### src/hdl/vpc_pkg.sv
// Package of constants and types for the valve positioner commissioning logic
package vpc_pkg;
  localparam int unsigned CLOCK_HZ = 10_000_000;
  localparam int unsigned CLOCK_NS = 1_000_000_000 / CLOCK_HZ;
  localparam int unsigned HOLD_S = 5;
  localparam int unsigned HOLD_CYCLES = HOLD_S * CLOCK_HZ;
  localparam int unsigned SLOW_FLASH_S = 3;
  localparam int unsigned SLOW_HALF_CYCLES = SLOW_FLASH_S * CLOCK_HZ / 2;
  localparam int unsigned FAST_FLASH_S = 1;
  localparam int unsigned FAST_HALF_CYCLES = FAST_FLASH_S * CLOCK_HZ / 2;
  localparam int unsigned POS_W = 10;
  localparam int unsigned CNT_W = 24;
  localparam int unsigned LOG_AW = 6;
  localparam logic [POS_W-1:0] DEFAULT_LOW = 10'h000;
  localparam logic [POS_W-1:0] DEFAULT_HIGH = 10'h3FF;
  localparam logic [POS_W-1:0] DEADBAND_NORMAL = 10'h004;
  localparam logic [POS_W-1:0] DEADBAND_REDUCED = 10'h010;
  localparam logic [CNT_W-1:0] WEAR_RELAY_LIMIT = 24'h0F4240;
  localparam logic [CNT_W-1:0] WEAR_END_LIMIT = 24'h030D40;

  typedef enum logic [2:0] {
    VPC_RANGE_0_20 = 3'h0,
    VPC_RANGE_4_20 = 3'h1,
    VPC_RANGE_0_10 = 3'h2,
    VPC_RANGE_4_12 = 3'h3,
    VPC_RANGE_10_20 = 3'h4,
    VPC_RANGE_12_20 = 3'h5
  } vpc_range_t;

  typedef enum logic [3:0] {
    VPC_RUN = 4'h1,
    VPC_SEEK_LOW = 4'h2,
    VPC_SEEK_HIGH = 4'h4,
    VPC_FAULT = 4'h8
  } vpc_state_t;
endpackage

### src/hdl/vpc_timer.sv
// Free running tick divider toggling a blink phase
`timescale 1ns/100ps
module vpc_blink #(
  parameter int unsigned HALF = 10
) (
  input wire logic i_clock,
  input wire logic i_reset,
  output logic o_phase
);
  logic [31:0] count;
  if (HALF < 1) begin
    $error("HALF must be at least one");
  end
  always_ff @(posedge i_clock or posedge i_reset) begin
    if (i_reset) begin
      count <= 32'h0;
      o_phase <= 1'b0;
    end else if (count == HALF - 1) begin
      count <= 32'h0;
      o_phase <= ~o_phase;
    end else begin
      count <= count + 32'h1;
    end
  end
endmodule

### src/hdl/vpc_log.sv
// Circular history datalogger with a read port
`timescale 1ns/100ps
module vpc_log #(
  parameter int unsigned AW = 6,
  parameter int unsigned DW = 30
) (
  input wire logic i_clock,
  input wire logic i_reset,
  input wire logic i_write,
  input wire logic [DW-1:0] i_data,
  input wire logic [AW-1:0] i_read_addr,
  output logic [DW-1:0] o_read_data,
  output logic [AW-1:0] o_write_ptr
);
  logic [DW-1:0] mem [0:(1<<AW)-1];
  if (AW < 1 || AW > 12) begin
    $error("AW out of range");
  end
  always_ff @(posedge i_clock or posedge i_reset) begin
    if (i_reset) begin
      o_write_ptr <= '0;
    end else if (i_write) begin
      o_write_ptr <= o_write_ptr + 1'b1;
    end
  end
  always_ff @(posedge i_clock) begin
    if (i_write) begin
      mem[o_write_ptr] <= i_data;
    end
  end
  always_ff @(posedge i_clock or posedge i_reset) begin
    if (i_reset) begin
      o_read_data <= '0;
    end else begin
      o_read_data <= mem[i_read_addr];
    end
  end
endmodule

### src/hdl/vpc_top.sv
// Valve positioner commissioning, indication, switch decode and wear logic
// Contract
// Adjustment starts after the button is held five seconds without break.
// Early release aborts the hold; the next press restarts timing.
// Adjustment drives to one end, then the other, learning both limits.
// Learned limits are kept in retained storage across power cycles.
// Status LED flashes with three second period during adjustment.
// Status LED lights steadily after adjustment and in normal operation.
// Input fault flashes status LED at one second period, overriding others.
// Two indicators mirror the up and down relay states at all times.
// Red maintenance LED lights once wear counts reach revision level.
// Relay switching cycles and end runs are counted and readable.
// Actual, setpoint and potentiometer history logged, readable by service.
// Fault details are presented to the service interface.
// Switches one to three decode the six input ranges.
// Switch four selects normal (1) or reduced (0) sensitivity.
// Switch five with valve type sets direct or inverse action.
// Direct opens passage as input rises; inverse closes it.
// Switch six selects the feedback output range; 0 is 0-20mA.
// Relays drive the motor until setpoint and feedback agree.
`timescale 1ns/100ps
module vpc_top #(
  parameter int unsigned HOLD_TIME = vpc_pkg::HOLD_CYCLES,
  parameter int unsigned SLOW_HALF = vpc_pkg::SLOW_HALF_CYCLES,
  parameter int unsigned FAST_HALF = vpc_pkg::FAST_HALF_CYCLES,
  parameter int unsigned LOG_PERIOD = vpc_pkg::CLOCK_HZ
) (
  input wire logic i_clock,
  input wire logic i_reset,
  input wire logic i_adjust_button,
  input wire logic [5:0] i_switches,
  input wire logic i_mixing_valve,
  input wire logic [vpc_pkg::POS_W-1:0] i_setpoint,
  input wire logic [vpc_pkg::POS_W-1:0] i_position,
  input wire logic i_at_low_end,
  input wire logic i_at_high_end,
  input wire logic [1:0] i_fault_code,
  input wire logic i_nv_valid,
  input wire logic [vpc_pkg::POS_W-1:0] i_nv_low,
  input wire logic [vpc_pkg::POS_W-1:0] i_nv_high,
  input wire logic [5:0] i_nv_switches,
  input wire logic [vpc_pkg::LOG_AW-1:0] i_log_addr,
  output logic o_relay_up,
  output logic o_relay_down,
  output logic o_led_up,
  output logic o_led_down,
  output logic o_led_status,
  output logic o_led_maint,
  output logic o_nv_write,
  output logic [vpc_pkg::POS_W-1:0] o_cal_low,
  output logic [vpc_pkg::POS_W-1:0] o_cal_high,
  output logic [5:0] o_cal_switches,
  output logic o_cal_stale,
  output vpc_pkg::vpc_range_t o_input_range,
  output logic o_sens_normal,
  output logic o_direct_action,
  output logic o_output_0_20,
  output logic [vpc_pkg::POS_W-1:0] o_target,
  output logic o_adjusting,
  output logic [vpc_pkg::CNT_W-1:0] o_relay_cycles,
  output logic [vpc_pkg::CNT_W-1:0] o_end_runs,
  output logic [1:0] o_fault_code,
  output logic [3*vpc_pkg::POS_W-1:0] o_log_data,
  output logic [vpc_pkg::LOG_AW-1:0] o_log_ptr
);
  import vpc_pkg::*;

  // Refused at elaboration so a bad build never runs
  if (HOLD_TIME < 1 || SLOW_HALF < 1 || FAST_HALF < 1 || LOG_PERIOD < 1) begin
    $error("Timing parameters must be at least one");
  end

  ////////////////////////////////////////////////////////////////////////
  function automatic logic [POS_W-1:0] absdiff(input logic [POS_W-1:0] a,
                                               input logic [POS_W-1:0] b);
    absdiff = (a > b) ? a - b : b - a;
  endfunction

  function automatic logic [CNT_W-1:0] sat_inc(input logic [CNT_W-1:0] v);
    // Saturate so the wear history never wraps back to fresh
    sat_inc = (v == {CNT_W{1'b1}}) ? v : v + 1'b1;
  endfunction

  ////////////////////////////////////////////////////////////////////////
  // Switch decode
  vpc_range_t next_range;
  always_comb begin
    case (i_switches[2:0])
      3'h0: next_range = VPC_RANGE_0_20;
      3'h1: next_range = VPC_RANGE_4_20;
      3'h2: next_range = VPC_RANGE_0_10;
      3'h3: next_range = VPC_RANGE_4_12;
      3'h6: next_range = VPC_RANGE_10_20;
      3'h7: next_range = VPC_RANGE_12_20;
      // Unlisted codes fall back to the default range
      default: next_range = VPC_RANGE_4_20;
    endcase
  end

  logic direct;
  // Switch bits: [0] is switch one
  assign direct = i_switches[4] ^ i_mixing_valve;

  always_ff @(posedge i_clock or posedge i_reset) begin
    if (i_reset) begin
      o_input_range <= VPC_RANGE_4_20;
      o_sens_normal <= 1'b1;
      o_direct_action <= 1'b1;
      o_output_0_20 <= 1'b0;
    end else begin
      o_input_range <= next_range;
      o_sens_normal <= i_switches[3];
      o_direct_action <= direct;
      o_output_0_20 <= ~i_switches[5];
    end
  end

  ////////////////////////////////////////////////////////////////////////
  // Hold timer for the adjustment button
  logic [31:0] hold_count;
  logic hold_done;
  assign hold_done = i_adjust_button && (hold_count == HOLD_TIME - 1);

  always_ff @(posedge i_clock or posedge i_reset) begin
    if (i_reset) begin
      hold_count <= 32'h0;
    end else if (!i_adjust_button) begin
      hold_count <= 32'h0;
    end else if (hold_count != HOLD_TIME - 1) begin
      hold_count <= hold_count + 32'h1;
    end
  end

  logic hold_seen;
  // Held past the time fires once; a release is needed to re-arm
  always_ff @(posedge i_clock or posedge i_reset) begin
    if (i_reset) begin
      hold_seen <= 1'b0;
    end else begin
      hold_seen <= hold_done;
    end
  end

  ////////////////////////////////////////////////////////////////////////
  // Adjustment and run state machine
  vpc_state_t state;
  vpc_state_t next_state;
  logic fault;
  assign fault = (i_fault_code != 2'h0);

  always_comb begin
    next_state = state;
    case (state)
      VPC_RUN: begin
        if (fault) next_state = VPC_FAULT;
        else if (hold_done && !hold_seen) next_state = VPC_SEEK_LOW;
      end
      VPC_SEEK_LOW: begin
        if (fault) next_state = VPC_FAULT;
        else if (i_at_low_end) next_state = VPC_SEEK_HIGH;
      end
      VPC_SEEK_HIGH: begin
        if (fault) next_state = VPC_FAULT;
        else if (i_at_high_end) next_state = VPC_RUN;
      end
      VPC_FAULT: begin
        if (!fault) next_state = VPC_RUN;
      end
      default: next_state = VPC_RUN;
    endcase
  end

  always_ff @(posedge i_clock or posedge i_reset) begin
    if (i_reset) begin
      state <= VPC_RUN;
    end else begin
      state <= next_state;
    end
  end

  assign o_adjusting = (state == VPC_SEEK_LOW) || (state == VPC_SEEK_HIGH);

  ////////////////////////////////////////////////////////////////////////
  // Calibration limits, loaded from retained storage after reset
  logic loaded;
  always_ff @(posedge i_clock or posedge i_reset) begin
    if (i_reset) begin
      loaded <= 1'b0;
      o_cal_low <= DEFAULT_LOW;
      o_cal_high <= DEFAULT_HIGH;
      o_cal_switches <= 6'h00;
    end else if (!loaded) begin
      loaded <= 1'b1;
      if (i_nv_valid) begin
        o_cal_low <= i_nv_low;
        o_cal_high <= i_nv_high;
        o_cal_switches <= i_nv_switches;
      end else begin
        o_cal_switches <= i_switches;
      end
    end else if (state == VPC_SEEK_LOW && i_at_low_end && !fault) begin
      o_cal_low <= i_position;
    end else if (state == VPC_SEEK_HIGH && i_at_high_end && !fault) begin
      o_cal_high <= i_position;
      o_cal_switches <= i_switches;
    end
  end

  always_ff @(posedge i_clock or posedge i_reset) begin
    if (i_reset) begin
      o_nv_write <= 1'b0;
    end else begin
      o_nv_write <= (state == VPC_SEEK_HIGH) && i_at_high_end && !fault;
    end
  end

  // Stale tells the user a new adjustment is due after switch changes
  always_ff @(posedge i_clock or posedge i_reset) begin
    if (i_reset) begin
      o_cal_stale <= 1'b0;
    end else begin
      o_cal_stale <= loaded && (o_cal_switches != i_switches);
    end
  end

  ////////////////////////////////////////////////////////////////////////
  // Target position from setpoint and direction
  logic [POS_W-1:0] next_target;
  logic [POS_W-1:0] deadband;
  logic [POS_W-1:0] err;
  // Scaling into the learned span is left to the analog side
  assign next_target = direct ? i_setpoint : ~i_setpoint;
  assign deadband = o_sens_normal ? DEADBAND_NORMAL : DEADBAND_REDUCED;
  assign err = absdiff(o_target, i_position);

  always_ff @(posedge i_clock or posedge i_reset) begin
    if (i_reset) begin
      o_target <= '0;
    end else begin
      o_target <= next_target;
    end
  end

  ////////////////////////////////////////////////////////////////////////
  // Relay drive; up and down are never energised together
  logic next_up;
  logic next_down;
  always_comb begin
    next_up = 1'b0;
    next_down = 1'b0;
    case (state)
      VPC_SEEK_LOW: next_down = !i_at_low_end;
      VPC_SEEK_HIGH: next_up = !i_at_high_end;
      VPC_RUN: begin
        if (loaded && err > deadband) begin
          next_up = (o_target > i_position) && !i_at_high_end;
          next_down = (o_target < i_position) && !i_at_low_end;
        end
      end
      default: begin
        next_up = 1'b0;
        next_down = 1'b0;
      end
    endcase
  end

  always_ff @(posedge i_clock or posedge i_reset) begin
    if (i_reset) begin
      o_relay_up <= 1'b0;
      o_relay_down <= 1'b0;
    end else begin
      o_relay_up <= next_up;
      o_relay_down <= next_down;
    end
  end

  assign o_led_up = o_relay_up;
  assign o_led_down = o_relay_down;

  ////////////////////////////////////////////////////////////////////////
  // Wear counters
  logic prev_up;
  logic prev_down;
  logic prev_low;
  logic prev_high;
  always_ff @(posedge i_clock or posedge i_reset) begin
    if (i_reset) begin
      prev_up <= 1'b0;
      prev_down <= 1'b0;
      prev_low <= 1'b0;
      prev_high <= 1'b0;
    end else begin
      prev_up <= o_relay_up;
      prev_down <= o_relay_down;
      prev_low <= i_at_low_end;
      prev_high <= i_at_high_end;
    end
  end

  always_ff @(posedge i_clock or posedge i_reset) begin
    if (i_reset) begin
      o_relay_cycles <= '0;
    end else if ((o_relay_up && !prev_up) || (o_relay_down && !prev_down)) begin
      o_relay_cycles <= sat_inc(o_relay_cycles);
    end
  end

  always_ff @(posedge i_clock or posedge i_reset) begin
    if (i_reset) begin
      o_end_runs <= '0;
    end else if ((i_at_low_end && !prev_low) || (i_at_high_end && !prev_high)) begin
      o_end_runs <= sat_inc(o_end_runs);
    end
  end

  always_ff @(posedge i_clock or posedge i_reset) begin
    if (i_reset) begin
      o_led_maint <= 1'b0;
    end else begin
      o_led_maint <= (o_relay_cycles >= WEAR_RELAY_LIMIT) ||
                     (o_end_runs >= WEAR_END_LIMIT);
    end
  end

  ////////////////////////////////////////////////////////////////////////
  // Status LED
  logic slow_phase;
  logic fast_phase;
  vpc_blink #(.HALF(SLOW_HALF)) u_slow (
    .i_clock(i_clock),
    .i_reset(i_reset),
    .o_phase(slow_phase)
  );
  vpc_blink #(.HALF(FAST_HALF)) u_fast (
    .i_clock(i_clock),
    .i_reset(i_reset),
    .o_phase(fast_phase)
  );

  always_ff @(posedge i_clock or posedge i_reset) begin
    if (i_reset) begin
      o_led_status <= 1'b0;
    end else if (fault) begin
      o_led_status <= fast_phase;
    end else if (o_adjusting) begin
      o_led_status <= slow_phase;
    end else begin
      o_led_status <= 1'b1;
    end
  end

  always_ff @(posedge i_clock or posedge i_reset) begin
    if (i_reset) begin
      o_fault_code <= 2'h0;
    end else begin
      o_fault_code <= i_fault_code;
    end
  end

  ////////////////////////////////////////////////////////////////////////
  // Datalogger sampling
  logic [31:0] log_count;
  logic log_tick;
  assign log_tick = (log_count == LOG_PERIOD - 1);
  always_ff @(posedge i_clock or posedge i_reset) begin
    if (i_reset) begin
      log_count <= 32'h0;
    end else if (log_tick) begin
      log_count <= 32'h0;
    end else begin
      log_count <= log_count + 32'h1;
    end
  end

  vpc_log #(.AW(LOG_AW), .DW(3 * POS_W)) u_log (
    .i_clock(i_clock),
    .i_reset(i_reset),
    .i_write(log_tick),
    .i_data({i_position, i_setpoint, i_position}),
    .i_read_addr(i_log_addr),
    .o_read_data(o_log_data),
    .o_write_ptr(o_log_ptr)
  );
endmodule

### config.mk
export PLATFORM = sky130hd
export DESIGN_NAME = vpc_top
export DESIGN_NICKNAME = d
export VERILOG_FILES = /design/src/hdl/vpc_pkg.sv /design/src/hdl/vpc_timer.sv /design/src/hdl/vpc_log.sv /design/src/hdl/vpc_top.sv
export SDC_FILE = /design/constraint.sdc
export NUM_CORES = 2
export LEC_CHECK = 0
export BUFFER_PORTS_ARGS = -buffer_cell sky130_fd_sc_hd__buf_4
export CAP_MARGIN = 20
export CORE_MARGIN = 4
export CORE_UTILIZATION = 40
export CTS_CLUSTER_SIZE = 20
export DETAILED_ROUTE_END_ITERATION = 8
export SETUP_SLACK_MARGIN = 0.4
export SLEW_MARGIN = 20
export SYNTH_ARGS = -nofsm -noshare
export SYNTH_HDL_FRONTEND = slang
export SYNTH_HIERARCHICAL = 1
export SYNTH_SLANG_ARGS = --single-unit
### constraint.sdc
create_clock -name i_clock -period 9.85 [get_ports i_clock]
set_clock_uncertainty 0.1 [all_clocks]
set_input_delay 1.97 -clock i_clock [delete_from_list [all_inputs] [get_ports i_clock]]
set_output_delay 1.97 -clock i_clock [all_outputs]
set_load 0.05 [all_outputs]
### Yosys cells after proc, flatten, opt, wreduce, memory -nomap -nowiden

Memories as Yosys holds them, arrays and structs flattened. A register that Yosys moved wholly into a read port is not among the register bits.
Cells that the tools add are included.

* memories kept: 1
* output and inout bits: 137
* bits in writable memories: 1920
* input port bits: 67
* register bits: 244

Memory list
* u_log.mem: words 64, bits a word 30, read ports 1, clocked after Yosys merged registers in 1, wr ports 1, RTL line vpc_log.sv:15 `logic [DW-1:0] mem [0:(1<<AW)-1];`

* bitwise operators: 7
* muxes and demuxes: 36
* order comparisons: 5
* reduce and logical (&&, ||, !) cells: 35
* add/sub/neg operators: 9
* equality and inequality tests: 24

Operators with widths (number)
* two-way mux 32 bit: 5
* adder 32 x 1 -> 32 bit, second input constant: 4
* two-way mux 10 bit: 9
* == test 32 x 24 -> 1 bit, second input constant: 2
* adder 24 x 1 -> 24 bit, second input constant: 2
* == test 24 bit, second input constant: 2
* == test 32 x 23 -> 1 bit, second input constant: 1
* == test 32 x 26 -> 1 bit, second input constant: 1
* inequality test 32 x 26 -> 1 bit, second input constant: 1
* two-way mux 4 bit: 7
* greater-or-equal comparator 24 x 18 -> 1 bit, second input constant: 1
* greater-or-equal comparator 24 x 20 -> 1 bit, second input constant: 1
* two-way mux 6 bit: 4
* subtractor 10 bit: 2
* one-hot mux 4 bit (4 select lines): 1
* one-hot mux 3 bit (5 select lines): 1
* logical AND 1 bit: 14
* greater-than comparator 10 bit: 1
* greater-than comparator 10 x 5 -> 1 bit: 1
* < comparator 10 bit: 1
* inverter 10 bit: 1
* inequality test 3 bit, second input constant: 3
* zero test 1 bit: 8
* AND reduction 2 bit: 4
* 20 further kinds: 39

### Longest topological paths before layout

* depth after elaboration: 6
* mapped depth: 16
* depth with buffers taken out: 16

### Modules after synthesis

The synthesis kept the hierarchy.

By module, submodules not included
* vpc_log: instances 1, area each 74920.6 um2, cells each 3411
* vpc_top: instances 1, area each 8907.3 um2, cells each 902
* vpc_blink at u_fast: instances 1, area each 1746.7 um2, cells each 164
* vpc_blink at u_slow: instances 1, area each 1641.6 um2, cells each 162

### Worst setup path after synthesis

OpenSTA, ideal clock, no wires.

* path kind: register to register
* start: register log_count[2]
* end: memory u_log.mem[48][0], enable pin
* stages on the path, launching flop included: 10
* arrival time: 4.368 ns
* path slack: 4.928 ns
* data required time: 9.295 ns
* path through: dfrtp_1 -> and4_1 -> clkbuf_1 -> nand3_1 -> nor3_1 -> clkbuf_1 -> clkbuf_1 -> nand3_1 -> or3_1 -> nor3_1

* word-level cells in the longest chain between the ends: 3

RTL lines
* start, declared: RTL line vpc_top.sv:362 `logic [31:0] log_count;`
* start signal, assigned: RTL line vpc_top.sv:371 `log_count <= log_count + 32'h1;`
* == test 32 x 24 -> 1 bit: RTL line vpc_top.sv:364 `assign log_tick = (log_count == LOG_PERIOD - 1);`
* named net log_tick: RTL line vpc_top.sv:363 `logic log_tick;`
* two-way mux 1 bit: RTL line vpc_log.sv:27 `if (i_write) begin`
* two-way mux 1 bit (not written as such): RTL line vpc_log.sv:28 `mem[o_write_ptr] <= i_data;`
* end, declared: RTL line vpc_log.sv:15

The timed path passes the listed nets, and every way through them passes these cells.

### Worst setup path in the final report

* start: input port i_position[7] in the netlist's numbering
* end: register o_relay_down, in the netlist o_led_down

* word-level cells in the longest chain between the ends: 6

RTL lines
* start, declared: RTL line vpc_top.sv:34 `input wire logic [vpc_pkg::POS_W-1:0] i_position,`
* subtractor 10 bit or greater-than comparator 10 bit (tied branches): RTL line vpc_top.sv:76 `absdiff = (a > b) ? a - b : b - a;`
* two-way mux 10 bit: RTL line vpc_top.sv:76
* greater-than comparator 10 x 5 -> 1 bit: RTL line vpc_top.sv:255 `if (loaded && err > deadband) begin`
* logical AND 1 bit: RTL line vpc_top.sv:255
* two-way mux 1 bit *: RTL line vpc_top.sv:255
* one-hot mux 1 bit (2 select lines) *: RTL line vpc_top.sv:251 `case (state)`
* named net next_down: RTL line vpc_top.sv:247 `logic next_down;`
* end signal, assigned: RTL line vpc_top.sv:273 `o_relay_down <= next_down;`
* end, declared: RTL line vpc_top.sv:44 `output logic o_relay_down,`

Mark *: on every way through the listed nets, which the timed path passes. The rest lies on a longest branch.
A chain may end at the register's enable or synchronous reset.

==> results.md <==
* Final Non-Filler Cells at 8018
* Fin crit period at about 5.1 ns
* DR vias at 45430
* Worst skew pair latency at 0.86 ns
* Gr ovfl total at 0
* Core box area at ~0.22 mm^2
* Post-synth top flop: edfxtp_1
* Rel. slew slack at 24.84%
* Final Max Slew Viols at 0
* Final Worst Setup Slack at 4.756 ns
* Die area at about 0.23 mm^2
* Final setup fails at 0
* Die width at 474.9 um
* Vias/cell at around 5.7
* Root Buffer: clkbuf_16
* Inst Count DP at between 7000 and 8000
* Starting density of the core at 40.20%
* Largest family of logic cells by synthesized area: multiplexers
* H-tree Lvls at 4
* # rows at around 170
* Least-Margin Pin Slew at about 1.1 ns
* Peak supply drop at approximately 0.00014 V
* Post-Place Setup Slack at 3.933 ns
* Clock Tree Buf Depth at 3
* Most common cell in the netlist: edfxtp_1
* Routed WL per cell at 27.60 um
* Leak Pwr at 33.33 nW
* DP Wirelength at 127700 um
* Data arrival, critical path at 5.78 ns
* GP Congestion at ~0.84
* Syn. warnings at 6
* Post-synthesis adder-cell area fraction at 0.4763%
* Run status: finished clean
* Cts repair resizes at 0
* Final Cycle Share at 51.72%
* Nets at 5056
* Seq cells post-synth at approximately 2200
* Post-synth cell types at 84
* RSZ-0062 raised after global routing: false
* Num ports at around 200
* Layout cell share with drive strength beyond 1 at 24.19%
* Layout area overhead at 14.29%
* CTS buffer count at 219
* Syn avg cell area at around 19 um^2
* EDFF count, synth at approximately 1900
* Crit path kind: input pin to flop
* Number of global-route vias before repair at 45540
* Gr usage total at 19.53%
* IO buf count at a little over 200
* Critical Path End Type: flop
* Vert. Die Dim at 474.9 um
* PD cells at about 200 mW/mm^2
* Power, Total at 19.82 mW
* Antenna Nets Post-Route at 0
* Initial antenna violation count at 19
* Max Clk Rate at 196.3 MHz
* Sequential area share after synthesis at 73.99%
* Yosys top cell by area: edfxtp_1
* Final WL at 221300 um
* Area fraction in compound gates after synthesis at 2.951%
* CTS tree: yes
* Synth Area in XOR/XNOR at 1.727%
* Synth async-reset ratio at 12.49%
* Worst-path clk slew at roughly 0.06 ns
* 1st-iter DRT viols at between 4000 and 5000
* # DRC at 0
* Setup Fix Bufs, Post-CTS at 0
* Share of the synthesized area in the top cell type at roughly 66%
* Area contributors post-synth: edfxtp_1 66%, mux4_2 10%, dfrtp_1 7.5%
* Mux share of post-synthesis cell area at between 10% and 20%
* Mapped Area at 0.08722 mm^2
* First-pass GRT wire length at 321600 um
* Setup TNS at 0 ns
* CTS sink count at 2194
* Startpoint Class: input pin
* Hold Path Class: flop to flop
* Simple-gate share of the synthesized area at 4.994%
* Fin. Hold Viols at 0
* Max FO, Critical Path at 66
* Synth Net Count at 4738
* Filler cell count at around 18000
* Hold Buf Count CTS at 0
* Pre-antenna DRT Iters at 6
* Required time worst endpoint at 10.53 ns
* Max-Cap Viols at 0
* Synthesized instance count at approximately 4600
* Largest net degree at the start of global routing at 151
* Top post-synthesis cells by count: 1920 x edfxtp_1, 405 x mux4_2, 260 x dfrtp_1
placed cells by master, fill, tap and decap left out, drive strengths merged, types with 8 or more instances in the layout:
cell type / instances
nand3: 117
o31ai: 11
xnor2: 105
a21oi: 75
nand2b: 12
a21o: 8
xor2: 67
mux2: 102
nand4: 63
nor3: 40
nand2: 207
nor2b: 27
edfxtp: 1920
inv: 74
a31oi: 10
o211ai: 22
o21ai: 72
ha: 30
diode: 21
a221oi: 38
and4: 16
mux2i: 206
clkinv: 92
a22oi: 27
nor2: 210
bufinv: 16
mux4: 405
dfrtp: 260
clkbuf: 285
nor4: 46
a2bb2oi: 18
or3: 23
nor4b: 8
o22ai: 68
and2: 15
buf: 314
dfstp: 14
and3: 51
power by group:
group / switching, mW / total, mW / internal [mW] / leakage, nW
clock: 3.53 / 8.12 / 4.59 / 3.40
combinational: 0.936 / 1.40 / 0.462 / 9.13
sequential: 0.111 / 10.3 / 10.2 / 20.8
sequential cells by signal, indices dropped and copies added, names as in the netlist, 24 cells and up:
name / cells
u_log/mem: 1920
hold_count: 32
log_count: 32
u_fast/count: 32
u_slow/count: 32
u_log/o_read_data: 30
o_end_runs: 24
o_relay_cycles: 24
final cells by class:
type                    instances  area [um^2]  area share [%]
clock inverters               122         1155           1.159
clock buffers                 285         5829           5.848
well taps                    2854         3571           3.582
repair buffers                314         2600           2.608
diodes                         21        52.55         0.05272
flip-flops and latches       2194        64530           64.74
inverters                      65        251.5          0.2523
multi-input cells            2163        21690           21.76
layer usage:
layer | GRT usage, % | vias to the layer above | routed length, um
li1 | - | 19320 | -
met1 | 27.55 | 24310 | 94370
met2 | 30.98 | 1508 | 106000
met3 | 3.179 | 299 | 14200
met4 | 6.731 | 0 | 6726
met5 | 0 | - | 0
worst max-delay path, cell delays in order:
cell and delay [ns]:
buf_4 0.52, inv_1 0.10, ha_1 0.47, inv_1 0.16, nor3_1 0.38, a21boi_2 0.32
o21ai_2 0.16, nor3_1 0.20, a21oi_1 0.07, xor2_1 0.17, ha_1 0.33, and4_1 0.22
o211a_1 0.12, a211oi_1 0.31, nor4_1 0.09, a31oi_1 0.15
worst paths after layout:
path                            cells after the start  slack (ns)           endpoint            start
max in group asynchronous                           3        7.42       log_count[5]          i_reset
worst max-delay path                               16        4.76         o_led_down    i_position[7]
min in group asynchronous                           2        1.05         o_led_down          i_reset
worst max register to register                      7        5.72  u_log/mem[22][24]    log_count[24]
worst min-delay path                                1        0.36    u_slow/count[0]  u_slow/count[0]
worst min register to register                      1        0.36    u_slow/count[0]  u_slow/count[0]
kinds of logic (layout without fill, tap and decap cells):
family	count (synthesis)	in the layout
AO/OA/AOI/OAI	386	386
buffers and inverters	282	786
multiplexers	713	713
AND/OR/NAND/NOR	859	859
flip-flops	2194	2194
adder cells (fa/ha/maj)	32	32
XOR/XNOR	172	172
other	1	22
stage by stage:
| stage | util (%) | cell area (um^2) | hold WS, ns |
|---|---|---|---|
| after floorplan | - | 87220 | 0.3251 |
| after detailed placement | 42.70 | 92640 | 0.3543 |
| after global routing | 45.94 | 99680 | 0.3785 |
| after global placement | 42.63 | 92490 | 0.3389 |
| final | 45.95 | 99680 | 0.3622 |
| after CTS | 45.92 | 99620 | 0.3625 |
Note: power is estimated with default switching activity, not from simulation.
